[config.mk]
export PLATFORM = sky130hd
export DESIGN_NAME = rapd_top
export DESIGN_NICKNAME = d
export VERILOG_FILES = /design/src/design/rapd_pkg.sv /design/src/design/rapd_top.sv
export SDC_FILE = /design/constraint.sdc
export NUM_CORES = 1
export LEC_CHECK = 0
export BUFFER_PORTS_ARGS = -buffer_cell sky130_fd_sc_hd__buf_2
export CORE_MARGIN = 3
export CORE_UTILIZATION = 58
export DETAILED_ROUTE_END_ITERATION = 10
export PLACE_DENSITY = 0.77
export RECOVER_POWER = 100
export SYNTH_ARGS = -nofsm -noshare
export SYNTH_HDL_FRONTEND = slang
export SYNTH_SLANG_ARGS = --single-unit
[constraint.sdc]
create_clock -name clock -period 3.5 [get_ports clock]
set_clock_uncertainty 0.15 [all_clocks]
set_input_delay 0.175 -clock clock [delete_from_list [all_inputs] [get_ports clock]]
set_output_delay 0.175 -clock clock [all_outputs]
set_load 0.005 [all_outputs]
[src/design/rapd_pkg.sv]
// package for the radio converter control block
// assumes a 100 MHz system clock and a 32-bit apb register bus
package rapd_pkg;

  // ----------------------------------------------------------------
  // register map (byte addresses)
  // ----------------------------------------------------------------
  localparam logic [7:0] ADDR_CMD    = 8'h00;
  localparam logic [7:0] ADDR_RESP   = 8'h04;
  localparam logic [7:0] ADDR_STATUS = 8'h08;
  localparam logic [7:0] ADDR_CTRL   = 8'h0C;
  localparam logic [7:0] ADDR_RES1   = 8'h10;
  localparam logic [7:0] ADDR_RES5   = 8'h20;

  // ----------------------------------------------------------------
  // command word layout
  // ----------------------------------------------------------------
  localparam int D1_LSB = 0;
  localparam int D2_LSB = 8;
  localparam int D3_LSB = 16;
  localparam logic [1:0] CLASS_NORMAL  = 2'b01;
  localparam logic [1:0] CLASS_SETUP   = 2'b10;
  localparam logic [1:0] SETUP_PLAIN   = 2'b00;
  localparam logic [1:0] SETUP_RESTART = 2'b11;
  localparam int RESP_VALID_BIT = 31;
  localparam logic [3:0] PREAMBLE_HEAD = 4'b1010;

  // status bits
  localparam int ST_LOCK   = 0;
  localparam int ST_SLEEP  = 1;
  localparam int ST_OSC    = 2;
  localparam int ST_BOOST  = 3;
  localparam int ST_CARR   = 4;
  localparam int ST_WIN84  = 5;
  localparam int CTRL_SLEEP = 0;

  // ----------------------------------------------------------------
  // converter, filter and oscillator constants
  // ----------------------------------------------------------------
  localparam int NUM_CH        = 5;
  localparam int SEQ_LEN       = 12;
  // scan order 5,1,5,2,5,1,5,3,5,1,5,4, entry 0 in the low bits
  localparam logic [35:0] SEQ_PATTERN = {3'd4, 3'd5, 3'd1, 3'd5, 3'd3, 3'd5,
                                         3'd1, 3'd5, 3'd2, 3'd5, 3'd1, 3'd5};
  localparam logic [2:0] SAR_SUB_LAST = 3'd4;   // 5 bus clocks per bit, 40 per slot
  localparam logic [7:0] SAR_START    = 8'h80;
  localparam logic [6:0] WIN_SHORT    = 7'd80;
  localparam logic [6:0] WIN_LONG     = 7'd84;
  localparam logic [10:0] BOOST_LAST  = 11'd2046; // 2047 oscillation cycles
  localparam logic [6:0] LOCK_THR_RST = 7'd0;
  localparam logic [7:0] CARR_THR_RST = 8'h00;

endpackage

[src/design/rapd_top.sv]
// converter control logic: polling adc sequencer, lock filter, dacs, oscillator control
// assumes serial bus clock, crystal clock, comparator and lock inputs are asynchronous pins
// Notes on behaviour
// - scan order 5,1,5,2,5,1,5,3,5,1,5,4 repeating
// - 8-bit result stored per channel register
// - conversion stepped by serial bus clock, SAR
// - setup xx1xxx00 sets window 80 or 84
// - normal 01x1xxxx loads 7-bit lock threshold
// - setup selects input B/A for channels 3,2
// - normal command code selects result pair
// - preamble 1010,code,0,lock then two results
// - echo code; result one is channel five
// - carrier detect high while channel one above threshold
// - normal command loads first byte into dacs
// - sleep: dac three off, others reduced drive
// - outside sleep, bit loads dac three power
// - oscillator boost for first 2047 cycles
// - oscillator on at reset, setup ending 00 sets it from bit 7
// - every result readable at any time
// - lock sampled at half bus clock, counted
// - setup ending 11 restarts to reset state
//
// Implementation choices: the APB register port and the address map.
module rapd_top
  import rapd_pkg::*;
#(
  parameter int RESP_DELAY = 8
)(
  input  wire logic        clock,
  input  wire logic        rst,
  input  wire logic        psel,
  input  wire logic        penable,
  input  wire logic        pwrite,
  input  wire logic [7:0]  paddr,
  input  wire logic [31:0] pwdata,
  output logic             pready,
  output logic [31:0]      prdata,
  output logic             pslverr,
  input  wire logic        serial_bus_clock,
  input  wire logic        crystal_reference_clock,
  input  wire logic        adc_comp_in,
  input  wire logic        lock_raw,
  output logic [2:0]       adc_channel_sel,
  output logic [7:0]       adc_trial_code,
  output logic             channel_two_select_b,
  output logic             channel_three_select_b,
  output logic             carrier_detect_out,
  output logic [7:0]       dac_one,
  output logic [7:0]       dac_two,
  output logic [7:0]       dac_three,
  output logic             dac_three_powered,
  output logic             dac_reduced_drive,
  output logic             osc_enable,
  output logic             osc_boost
);

  // ----------------------------------------------------------------
  // pin synchronisers and edge detection
  // ----------------------------------------------------------------
  logic [1:0] sbc_s_r;
  logic [1:0] xo_s_r;
  logic [1:0] cmp_s_r;
  logic [1:0] lck_s_r;
  logic       sbc_prev_r;
  logic       xo_prev_r;

  always_ff @(posedge clock)
  begin
    if (rst)
    begin
      sbc_s_r    <= 2'b00;
      xo_s_r     <= 2'b00;
      cmp_s_r    <= 2'b00;
      lck_s_r    <= 2'b00;
      sbc_prev_r <= 1'b0;
      xo_prev_r  <= 1'b0;
    end
    else
    begin
      sbc_s_r    <= {sbc_s_r[0], serial_bus_clock};
      xo_s_r     <= {xo_s_r[0], crystal_reference_clock};
      cmp_s_r    <= {cmp_s_r[0], adc_comp_in};
      lck_s_r    <= {lck_s_r[0], lock_raw};
      sbc_prev_r <= sbc_s_r[1];
      xo_prev_r  <= xo_s_r[1];
    end
  end

  wire sbc_edge = sbc_s_r[1] & ~sbc_prev_r;
  wire xo_edge  = xo_s_r[1] & ~xo_prev_r;

  // ----------------------------------------------------------------
  // apb slave, one wait state
  // ----------------------------------------------------------------
  logic        pready_r;
  logic [31:0] prdata_r;
  logic        pslverr_r;

  wire        access   = psel & penable;
  wire        bus_done = access & pready_r;
  wire        cmd_wr   = bus_done & pwrite & (paddr == ADDR_CMD);
  wire        ctrl_wr  = bus_done & pwrite & (paddr == ADDR_CTRL);
  wire [7:0]  d1       = pwdata[D1_LSB +: 8];
  wire [7:0]  d2       = pwdata[D2_LSB +: 8];
  wire [7:0]  d3       = pwdata[D3_LSB +: 8];
  wire        is_norm  = cmd_wr & (d2[7:6] == CLASS_NORMAL);
  wire        is_setup = cmd_wr & (d2[7:6] == CLASS_SETUP);
  wire        setup_00 = is_setup & (d3[1:0] == SETUP_PLAIN);
  wire        restart  = is_setup & (d3[1:0] == SETUP_RESTART);
  wire        init     = rst | restart;

  // ----------------------------------------------------------------
  // control state set by commands
  // ----------------------------------------------------------------
  logic       sleep_r;
  logic       win_long_r;
  logic [6:0] lock_thr_r;
  logic [7:0] carr_thr_r;
  logic       sel2b_r;
  logic       sel3b_r;
  logic [7:0] dac_one_r;
  logic [7:0] dac_two_r;
  logic [7:0] dac_three_r;
  logic       dac_three_pwr_r;
  logic       osc_en_r;

  always_ff @(posedge clock)
  begin
    if (init)
    begin
      sleep_r    <= 1'b1;
      win_long_r <= 1'b0;
      lock_thr_r <= LOCK_THR_RST;
      carr_thr_r <= CARR_THR_RST;
      sel2b_r    <= 1'b0;
      sel3b_r    <= 1'b0;
      dac_one_r     <= 8'h00;
      dac_two_r     <= 8'h00;
      dac_three_r     <= 8'h00;
      dac_three_pwr_r <= 1'b0;
      osc_en_r   <= 1'b1;
    end
    else
    begin
      if (is_norm)
        sleep_r <= 1'b0;
      else if (ctrl_wr && pwdata[CTRL_SLEEP])
        sleep_r <= 1'b1;
      if (setup_00 && d3[5])
        win_long_r <= d1[5];
      if (is_norm && d2[4])
        lock_thr_r <= d1[7:1];
      if (is_norm && d3[4])
        carr_thr_r <= d1;
      if (setup_00)
      begin
        sel3b_r  <= d2[2];
        sel2b_r  <= d2[1];
        osc_en_r <= d3[7];
      end
      if (is_norm && d3[3])
        dac_one_r <= d1;
      if (is_norm && d3[2])
        dac_two_r <= d1;
      if (is_norm && d2[1])
        dac_three_r <= d1;
      if (is_norm)
        dac_three_pwr_r <= d2[3];
    end
  end

  // ----------------------------------------------------------------
  // polling sequencer with successive approximation
  // ----------------------------------------------------------------
  logic [3:0] slot_r;
  logic [2:0] sub_r;
  logic [2:0] bit_r;
  logic [7:0] trial_r;
  logic [7:0] res_r [NUM_CH];

  wire [2:0] cur_ch   = SEQ_PATTERN[3*slot_r +: 3];
  wire [2:0] cur_idx  = cur_ch - 3'd1;
  wire [7:0] bit_mask = 8'h01 << bit_r;
  wire [7:0] decided  = cmp_s_r[1] ? trial_r : (trial_r & ~bit_mask);
  wire [7:0] next_try = decided | (bit_mask >> 1);
  wire       sar_step = sbc_edge & (sub_r == SAR_SUB_LAST);
  wire       sar_end  = sar_step & (bit_r == 3'd0);

  always_ff @(posedge clock)
  begin
    if (init)
    begin
      slot_r  <= 4'd0;
      sub_r   <= 3'd0;
      bit_r   <= 3'd7;
      trial_r <= SAR_START;
    end
    else if (sbc_edge)
    begin
      sub_r <= (sub_r == SAR_SUB_LAST) ? 3'd0 : sub_r + 3'd1;
      if (sar_end)
      begin
        slot_r  <= (slot_r == 4'(SEQ_LEN - 1)) ? 4'd0 : slot_r + 4'd1;
        bit_r   <= 3'd7;
        trial_r <= SAR_START;
      end
      else if (sar_step)
      begin
        bit_r   <= bit_r - 3'd1;
        trial_r <= next_try;
      end
    end
  end

  generate
    for (genvar c = 0; c < NUM_CH; c++)
    begin : g_res
      always_ff @(posedge clock)
      begin
        if (init)
          res_r[c] <= 8'h00;
        else if (sar_end && cur_idx == 3'(c))
          res_r[c] <= decided;
      end
    end
  endgenerate

  // ----------------------------------------------------------------
  // lock filter
  // ----------------------------------------------------------------
  logic       half_r;
  logic [6:0] win_cnt_r;
  logic [6:0] high_cnt_r;
  logic       lock_filt_r;

  wire [6:0] win_len   = win_long_r ? WIN_LONG : WIN_SHORT;
  wire       lk_sample = sbc_edge & half_r;
  wire [6:0] high_sum  = high_cnt_r + {6'd0, lck_s_r[1]};
  wire       win_end   = lk_sample & (win_cnt_r == win_len - 7'd1);

  always_ff @(posedge clock)
  begin
    if (init)
    begin
      half_r      <= 1'b0;
      win_cnt_r   <= 7'd0;
      high_cnt_r  <= 7'd0;
      lock_filt_r <= 1'b0;
    end
    else
    begin
      if (sbc_edge)
        half_r <= ~half_r;
      if (win_end)
      begin
        win_cnt_r   <= 7'd0;
        high_cnt_r  <= 7'd0;
        lock_filt_r <= (high_sum >= lock_thr_r);
      end
      else if (lk_sample)
      begin
        win_cnt_r  <= win_cnt_r + 7'd1;
        high_cnt_r <= high_sum;
      end
    end
  end

  // ----------------------------------------------------------------
  // crystal oscillator start-up boost
  // ----------------------------------------------------------------
  logic        boost_r;
  logic [10:0] boost_cnt_r;

  wire osc_turn_on = setup_00 & d3[7] & ~osc_en_r;

  always_ff @(posedge clock)
  begin
    if (init || osc_turn_on)
    begin
      boost_r     <= 1'b1;
      boost_cnt_r <= 11'd0;
    end
    else if (boost_r && xo_edge && osc_en_r)
    begin
      boost_cnt_r <= boost_cnt_r + 11'd1;
      if (boost_cnt_r == BOOST_LAST)
        boost_r <= 1'b0;
    end
  end

  // ----------------------------------------------------------------
  // result pair response
  // ----------------------------------------------------------------
  logic [1:0]  req_code_r;
  logic [7:0]  resp_cnt_r;
  logic        resp_busy_r;
  logic [31:0] resp_r;

  wire [2:0]  pair_idx  = {1'b0, req_code_r} ;
  wire [7:0]  preamble  = {PREAMBLE_HEAD, req_code_r, 1'b0, lock_filt_r};
  wire [23:0] resp_word = {preamble, res_r[4], res_r[pair_idx]};
  wire        resp_fire = resp_busy_r & (resp_cnt_r == 8'(RESP_DELAY - 1));

  always_ff @(posedge clock)
  begin
    if (init)
    begin
      req_code_r  <= 2'b00;
      resp_cnt_r  <= 8'd0;
      resp_busy_r <= 1'b0;
      resp_r      <= 32'h0000_0000;
    end
    else if (is_norm)
    begin
      req_code_r  <= d3[1:0];
      resp_cnt_r  <= 8'd0;
      resp_busy_r <= 1'b1;
      resp_r      <= 32'h0000_0000;
    end
    else if (resp_fire)
    begin
      resp_busy_r <= 1'b0;
      resp_r      <= {8'h80, resp_word};
    end
    else if (resp_busy_r)
      resp_cnt_r <= resp_cnt_r + 8'd1;
  end

  // ----------------------------------------------------------------
  // output registers
  // ----------------------------------------------------------------
  logic [2:0] ch_sel_r;
  logic [7:0] try_out_r;
  logic       carr_r;
  logic       dac_three_on_r;
  logic       reduce_r;

  always_ff @(posedge clock)
  begin
    if (init)
    begin
      ch_sel_r  <= 3'd5;
      try_out_r <= SAR_START;
      carr_r    <= 1'b0;
      dac_three_on_r <= 1'b0;
      reduce_r  <= 1'b1;
    end
    else
    begin
      ch_sel_r  <= cur_ch;
      try_out_r <= trial_r;
      carr_r    <= (res_r[0] > carr_thr_r);
      dac_three_on_r <= dac_three_pwr_r & ~sleep_r;
      // same stage as dac_three_on_r so drive and power never disagree
      reduce_r  <= sleep_r;
    end
  end

  // ----------------------------------------------------------------
  // register read mux
  // ----------------------------------------------------------------
  wire        res_hit  = (paddr >= ADDR_RES1) && (paddr <= ADDR_RES5) && (paddr[1:0] == 2'b00);
  wire [2:0]  res_sel  = 3'((paddr - ADDR_RES1) >> 2);
  wire [31:0] status_w = {26'd0, win_long_r, carr_r, boost_r, osc_en_r, sleep_r, lock_filt_r};
  wire        hit      = (paddr == ADDR_CMD) || (paddr == ADDR_RESP) || (paddr == ADDR_STATUS)
                         || (paddr == ADDR_CTRL) || res_hit;
  wire [31:0] rd_val   = (paddr == ADDR_RESP)   ? resp_r :
                         (paddr == ADDR_STATUS) ? status_w :
                         (paddr == ADDR_CTRL)   ? {31'd0, sleep_r} :
                         res_hit                ? {24'd0, res_r[res_sel]} :
                                                  32'h0000_0000;

  always_ff @(posedge clock)
  begin
    if (rst)
    begin
      pready_r  <= 1'b0;
      prdata_r  <= 32'h0000_0000;
      pslverr_r <= 1'b0;
    end
    else
    begin
      pready_r  <= access & ~pready_r;
      prdata_r  <= (access && !pwrite && hit) ? rd_val : 32'h0000_0000;
      pslverr_r <= access & ~pready_r & ~hit;
    end
  end

  assign pready                 = pready_r;
  assign prdata                 = prdata_r;
  assign pslverr                = pslverr_r;
  assign adc_channel_sel        = ch_sel_r;
  assign adc_trial_code         = try_out_r;
  assign channel_two_select_b   = sel2b_r;
  assign channel_three_select_b = sel3b_r;
  assign carrier_detect_out     = carr_r;
  assign dac_one                = dac_one_r;
  assign dac_two                = dac_two_r;
  assign dac_three              = dac_three_r;
  assign dac_three_powered      = dac_three_on_r;
  assign dac_reduced_drive      = reduce_r;
  assign osc_enable             = osc_en_r;
  assign osc_boost              = boost_r;

endmodule

==> flow_summary.ini, run 1 <==
[global_route]
grt_pass1_vias = 7209
grt_pass1_wl_mm = 36.4
overflow = 0
grt_max_degree = 49
grt_usage_pct = 24.6
antenna_found_initial = 0

[sta]
max_freq_ghz = 0.334
worstMarginPinSlew_ns = 1.35
period_share_pct = 85.4
finalWorstSetupSlack_ns = 0.510
setup_viol = 0
period_needed_ns = 2.99
rsz0062_at_grt = no
finalHoldViolCount = 0
drv_slew = 0
fin_setup_tns_ns = 0
slew-limit-headroom_pct = 9.05

[cells_and_area]
final_area_sq_mm = 0.0110
syn_to_final_growth_pct = 16.4
fin_cells = 1342
drive_above_1_share_pct = 12.6
nNetsFinal = 1197
nFillCells = 1190
insertedDiodeCount = 0

[detailed_routing]
wirelength_mm = 22.3
ant_nets = 0
vias = 7683
vias_per_cell = 5.73
drt_iter0_drc = 729
wl_per_cell_um = 16.6
drc = 0
drt-pass1-iter-count = 5

[logic_synthesis]
async_flop_share_pct = 0
yosysWarningCount = 0
synth_ff_type = dfxtp_1
yosysSeqAreaShare_pct = 48.5
synth_top_area_share_pct = 35.7
synthCells = 1000
ys_seq_elements = 208
ys_types = 70
syn_area_per_cell_sq_um = 9.42
synth_edf_count = 40
syn-cell-area_sq_mm = 0.00942
synth_top_cell_by_area = dfxtp_1
synth_area_leaders = dfxtp_1 36%, edfxtp_1 13%, a21oi_1 4.7%

[floorplanning]
die_height_um = 133
io-pin-count = 125
initial_core_util_pct = 60.6
core_area_sq_mm = 0.0155
placementRows = 45
die_x_um = 133
die_area_sq_mm = 0.0178

[power_and_ir_drop]
pwr-share-seq_pct = 49.9
comb_power_share_pct = 4.8
powerDensity_mw_per_mm2 = 455
switching_share_pct = 21.8
p_clk_share_pct = 45.3
p_switching_w = 0.00109
max-vdd-ir-drop_v = 0.000584
power.internal_w = 0.00391
leakage_nw = 4.05

[placement]
io_buffers = 103
place_congestion = 0.868
place_area_sq_mm = 0.0100
placedCellCount = 1264
dp_slack_ns = 0.568
dp_hpwl_mm = 14.8

[outcome]
status = completed

[setup_path]
cp_max_fo = 20
crit_type = in2reg
cpPeakStageDelay_ns = 0.61
path_buf_inv = 3
cp-start-kind = input pin
slowest_stage = a21oi_1
critPathRequiredTime_ns = 3.49
cpLargestDelayFamily = buffers and inverters
arrival_ns = 2.98
path_cells = dlygate4sd3_1, buf_2, nor2_1, and4_1, a21oi_1, clkbuf_1, nand2_1
endpoint_kind = flip-flop

[clock_network]
root_buffer = clkbuf_16
cts_tree = yes
numCtsBuffers = 22
clk_pin_slew_ns = 0.06
clockBufferDepth = 3
cts_sinks = 208
clk_latency_ns = 0.49
cts_max_level = 1
ctsResizeCount = 0

[worst_hold_path]
hp-class = in2reg

[job]
max_cap_violations = 0
## cell usage after synthesis, types with 4 or more instances
library cell,number
mux4_2,15
inv_1,44
nor2_1,90
and2_1,12
nand4_1,15
clkbuf_1,37
a211oi_1,4
nand2_1,90
o22ai_1,8
nor2b_1,17
buf_2,15
edfxtp_1,40
a21oi_1,89
buf_4,13
dfxtp_1,168
or3_1,9
and3_1,10
o21bai_1,6
nand2b_1,9
mux2i_1,7
nand3_1,53
nor3_1,19
a21boi_0,5
xnor2_1,13
o21ai_0,65
ha_1,33
xor2_1,19
nand3b_1,11
and2_2,10
a221oi_1,5
## per-stage QoR
step                      utilization, %  power (W)  hold slack (ns)
after floorplan                        -    0.00269            0.153
after detailed placement            64.3    0.00276            0.237
after CTS                           71.3    0.00502          0.00412
final                               70.6    0.00499           0.0248
after global placement              64.3    0.00275            0.234
after global routing                70.6    0.00515           0.0392
## worst paths after layout
| check | startpoint | end | slack, ns | depth (start not counted) |
|---|---|---|---|---|
| worst max-delay path | paddr[5] | res_r[3][5]$_SDFFCE_PN0P_ | 0.51 | 7 |
| worst min register to register | lck_s_r[0]$_SDFF_PP0_ | lck_s_r[1]$_SDFF_PP0_ | 0.28 | 1 |
| worst max register to register | pready$_SDFF_PP0_ | res_r[3][5]$_SDFFCE_PN0P_ | 0.59 | 5 |
| worst min-delay path | paddr[4] | prdata[5]$_SDFF_PP0_ | 0.02 | 3 |
## final cells by class
type	count	area [sq um]	area share, %
sequential	208	4560	41.6
inverter	44	165	1.51
clock buffer	31	636	5.80
timing repair buffer	153	938	8.56
tap	211	264	2.41
multi-input combinational	686	4330	39.5
clock inverter	9	70.1	0.639
## routing by layer
| layer | GRT usage [%] | routed length, um | vias to the layer above | part of all wire, % |
|---|---|---|---|---|
| met3 | 3.81 | 1570 | 40 | 7.0 |
| met2 | 40.7 | 10600 | 310 | 47 |
| met4 | 6.46 | 468 | 0 | 2.1 |
| met1 | 33.9 | 9720 | 3605 | 44 |
| met5 | 0 | 0 | - | 0 |
| li1 | - | - | 3728 | - |
## power groups by stage
stage / Combinational, W / Clock, W / Sequential [W]
after floorplan: 0.000151 / 0 / 0.00253
after global placement: 0.000208 / 0 / 0.00254
after detailed placement: 0.000211 / 0 / 0.00254
after CTS: 0.000240 / 0.00229 / 0.00249
after global routing: 0.000261 / 0.00239 / 0.00249
final: 0.000239 / 0.00226 / 0.00249
## cell families (layout without fill, tap and decap cells)
logic type / after synthesis / in the layout / share of synthesized area (%)
AOI/OAI and AO/OA: 217 / 217 / 13.7
other: 1 / 10 / 0.0398
and+or+nand+nor: 371 / 371 / 20.4
muxes: 23 / 23 / 4.45
DFF: 208 / 208 / 48.5
buffers and inverters: 115 / 237 / 5.54
xor gates and xnor gates: 32 / 32 / 2.98
adders and majority gates: 33 / 33 / 4.38
## worst min-delay path: stages
cell and delay, ns:
buf_2 0.21, nand2_1 0.11, a2111oi_0 0.10
## layout by cell type (no fill, tap or decap), types with 9 or more instances in the layout
| cell | count |
|---|---|
| and3_1 | 10 |
| buf_2 | 69 |
| nor3_1 | 18 |
| or3_1 | 9 |
| dfxtp_1 | 168 |
| a21oi_1 | 89 |
| edfxtp_1 | 40 |
| clkbuf_1 | 43 |
| and2_2 | 10 |
| clkbuf_16 | 23 |
| nand4_1 | 15 |
| o21ai_0 | 67 |
| and2_1 | 10 |
| xor2_1 | 19 |
| dlygate4sd3_1 | 38 |
| ha_1 | 33 |
| xnor2_1 | 13 |
| nor2_1 | 90 |
| nand3_1 | 53 |
| nand2_1 | 90 |
| nor2b_1 | 17 |
| nand2b_1 | 9 |
| inv_1 | 44 |
| mux4_2 | 15 |
| nand3b_1 | 11 |
| conb_1 | 10 |
## sequential cells by signal (all words and copies together) (netlist names), 4 cells and up
signal	flops
adc_trial_code	8
trial_r	8
carr_thr_r	8
slot_r	4
dac_one	8
high_cnt_r	7
dac_two	8
res_r	40
win_cnt_r	7
prdata	20
resp_cnt_r	8
resp_r	20
dac_three	8
boost_cnt_r	11
lock_thr_r	7
## repair_timing
| action | 4_1_cts | 5_1_grt |
|---|---|---|
| setup buffers | 0 | 0 |
| hold buffers | 38 | 0 |
| endpoints found under the hold margin | 59 | 0 |
Note: power is estimated with default switching activity, not from simulation.
==> run 2, diff against run 1 <==
RECOVER_POWER = default   (was 100)
==> run 2 against run 1 <==
Against the previous run:
- worst setup slack improved by 0.15 ns
- via count rose by 0.92%
- global-route usage did not move
- critical path type unchanged
- largest power group unchanged
==> flow_summary.ini, run 2 (synthesis results as in run 1) <==
[outcome]
status = completed

[setup_path]
cpPeakStageDelay_ns = 0.69
slowest_stage = o21ai_0
endpoint_kind = flip-flop
critPathRequiredTime_ns = 3.40
cp-start-kind = input pin
crit_type = in2reg
path_cells = dlygate4sd3_1, buf_2, nor2_1, and4_1, a21oi_1, o21ai_0
r2r_start = slot_r[0]$_SDFFE_PP0P_
cp-startpoint = paddr[5]
arrival_ns = 2.74
cp_max_fo = 20

[clock_network]
cts_sinks = 208
numCtsBuffers = 22
cts_hold_buf = 38
cts_max_level = 1
ctsResizeCount = 0
post_cts.repair.setup_buffers = 0
root_buffer = clkbuf_16
clockBufferDepth = 3
clk_latency_ns = 0.49
clk_pin_slew_ns = 0.06
cts_tree = yes

[power_and_ir_drop]
leakage_nw = 4.21
powerDensity_mw_per_mm2 = 452
max-vdd-ir-drop_v = 0.000583

[detailed_routing]
drt-pass1-iter-count = 5
vias_per_cell = 5.78
wl_per_cell_um = 16.6
drc = 0
vias = 7754
ant_nets = 0
drt_iter0_drc = 840
wirelength_mm = 22.3

[global_route]
met2_usage_pct = 40.7
grt_pass1_wl_mm = 36.4
use_met3_pct = 3.81
busiest_layer = met2
grt_max_degree = 49
grtUsageMet1_pct = 33.9
antenna_found_initial = 0
grt_usage_pct = 24.6
overflow = 0
grt_pass1_vias = 7209

[floorplanning]
io-pin-count = 125
die_area_sq_mm = 0.0178
die_x_um = 133
initial_core_util_pct = 60.6
core_area_sq_mm = 0.0155
die_height_um = 133
placementRows = 45

[placement]
dp_hpwl_mm = 14.8
placedCellCount = 1264
io_buffers = 103
place_congestion = 0.868

[sta]
period_needed_ns = 2.84
worstMarginPinSlew_ns = 1.33
fin_setup_tns_ns = 0
setup_viol = 0
drv_slew = 0
finalHoldViolCount = 0
slew-limit-headroom_pct = 10.4
period_share_pct = 81.1
max_freq_ghz = 0.352
rsz0062_at_grt = no

[cells_and_area]
layout_common_cells = 168 x dfxtp_1, 103 x buf_2, 90 x nand2_1, 90 x nor2_1, 89 x a21oi_1
largest_reg_flops = 40
mostFrequentLayoutCell = dfxtp_1
fin_cells = 1342
top_register = res_r
insertedDiodeCount = 0
drive_above_1_share_pct = 16.6
nNetsFinal = 1197
syn_to_final_growth_pct = 17.6

[worst_hold_path]
hp-class = in2reg
hold_start = pwrite

[job]
max_cap_violations = 0
[run 2: changes by cell type in the layout (fill, tap and decap cells not counted), sizes merged]
| cell | change |
|---|---|
| clkbuf | -39 |
| buf | +39 |
[run 2: final cells by class]
class                   instances  area [sq um]
fillers                      1150          4460
clock buffers                  31           636
inverters                      44           165
flip-flops and latches        208          4560
clock inverters                 9          70.1
well taps                     211           264
multi-input cells             686          4380
repair buffers                153           998
[run 2: power breakdown]
group / total, W / switching, W / internal [W]
Combinational: 0.000245 / 0.000146 / 0.0000992
Clock: 0.00227 / 0.000926 / 0.00134
Sequential: 0.00249 / 0.0000231 / 0.00247
Total: 0.00500 / 0.00110 / 0.00391
[run 2: final timing paths]
check	depth (start not counted)	endpoint	slack (ns)
worst max-delay path	6	res_r[1][5]$_SDFFCE_PN0P_	0.66
worst min register to register	1	lck_s_r[1]$_SDFF_PP0_	0.28
worst max register to register	5	res_r[1][5]$_SDFFCE_PN0P_	0.67
worst min-delay path	4	prdata[6]$_SDFF_PP0_	0.02
[run 2: critical path: cells and delay by family]
| kind | cells | cell delay [ns] |
|---|---|---|
| and+or+nand+nor | 2 | 0.44 |
| AOI/OAI and AO/OA | 2 | 1.31 |
| buffers and inverters | 2 | 0.81 |
[run 2: layer usage]
layer / vias up / wire length (um)
met5: - / 0
met4: 0 / 493
met3: 48 / 1680
met2: 320 / 10600
met1: 3662 / 9590
li1: 3724 / -
[run 2: per-stage QoR]
step | worst slack [ns] | hold slack [ns] | total power, W | instance area [sq um] | util [%]
after CTS | 0.696 | 0.00412 | 0.00502 | 11100 | 71.3
after floorplan | 0.992 | 0.153 | 0.00269 | 9450 | -
after global placement | 0.654 | 0.234 | 0.00275 | 10000 | 64.3
after global routing | 0.491 | 0.0325 | 0.00516 | 11100 | 71.3
final | 0.662 | 0.0201 | 0.00500 | 11100 | 71.3
after detailed placement | 0.568 | 0.237 | 0.00276 | 10000 | 64.3
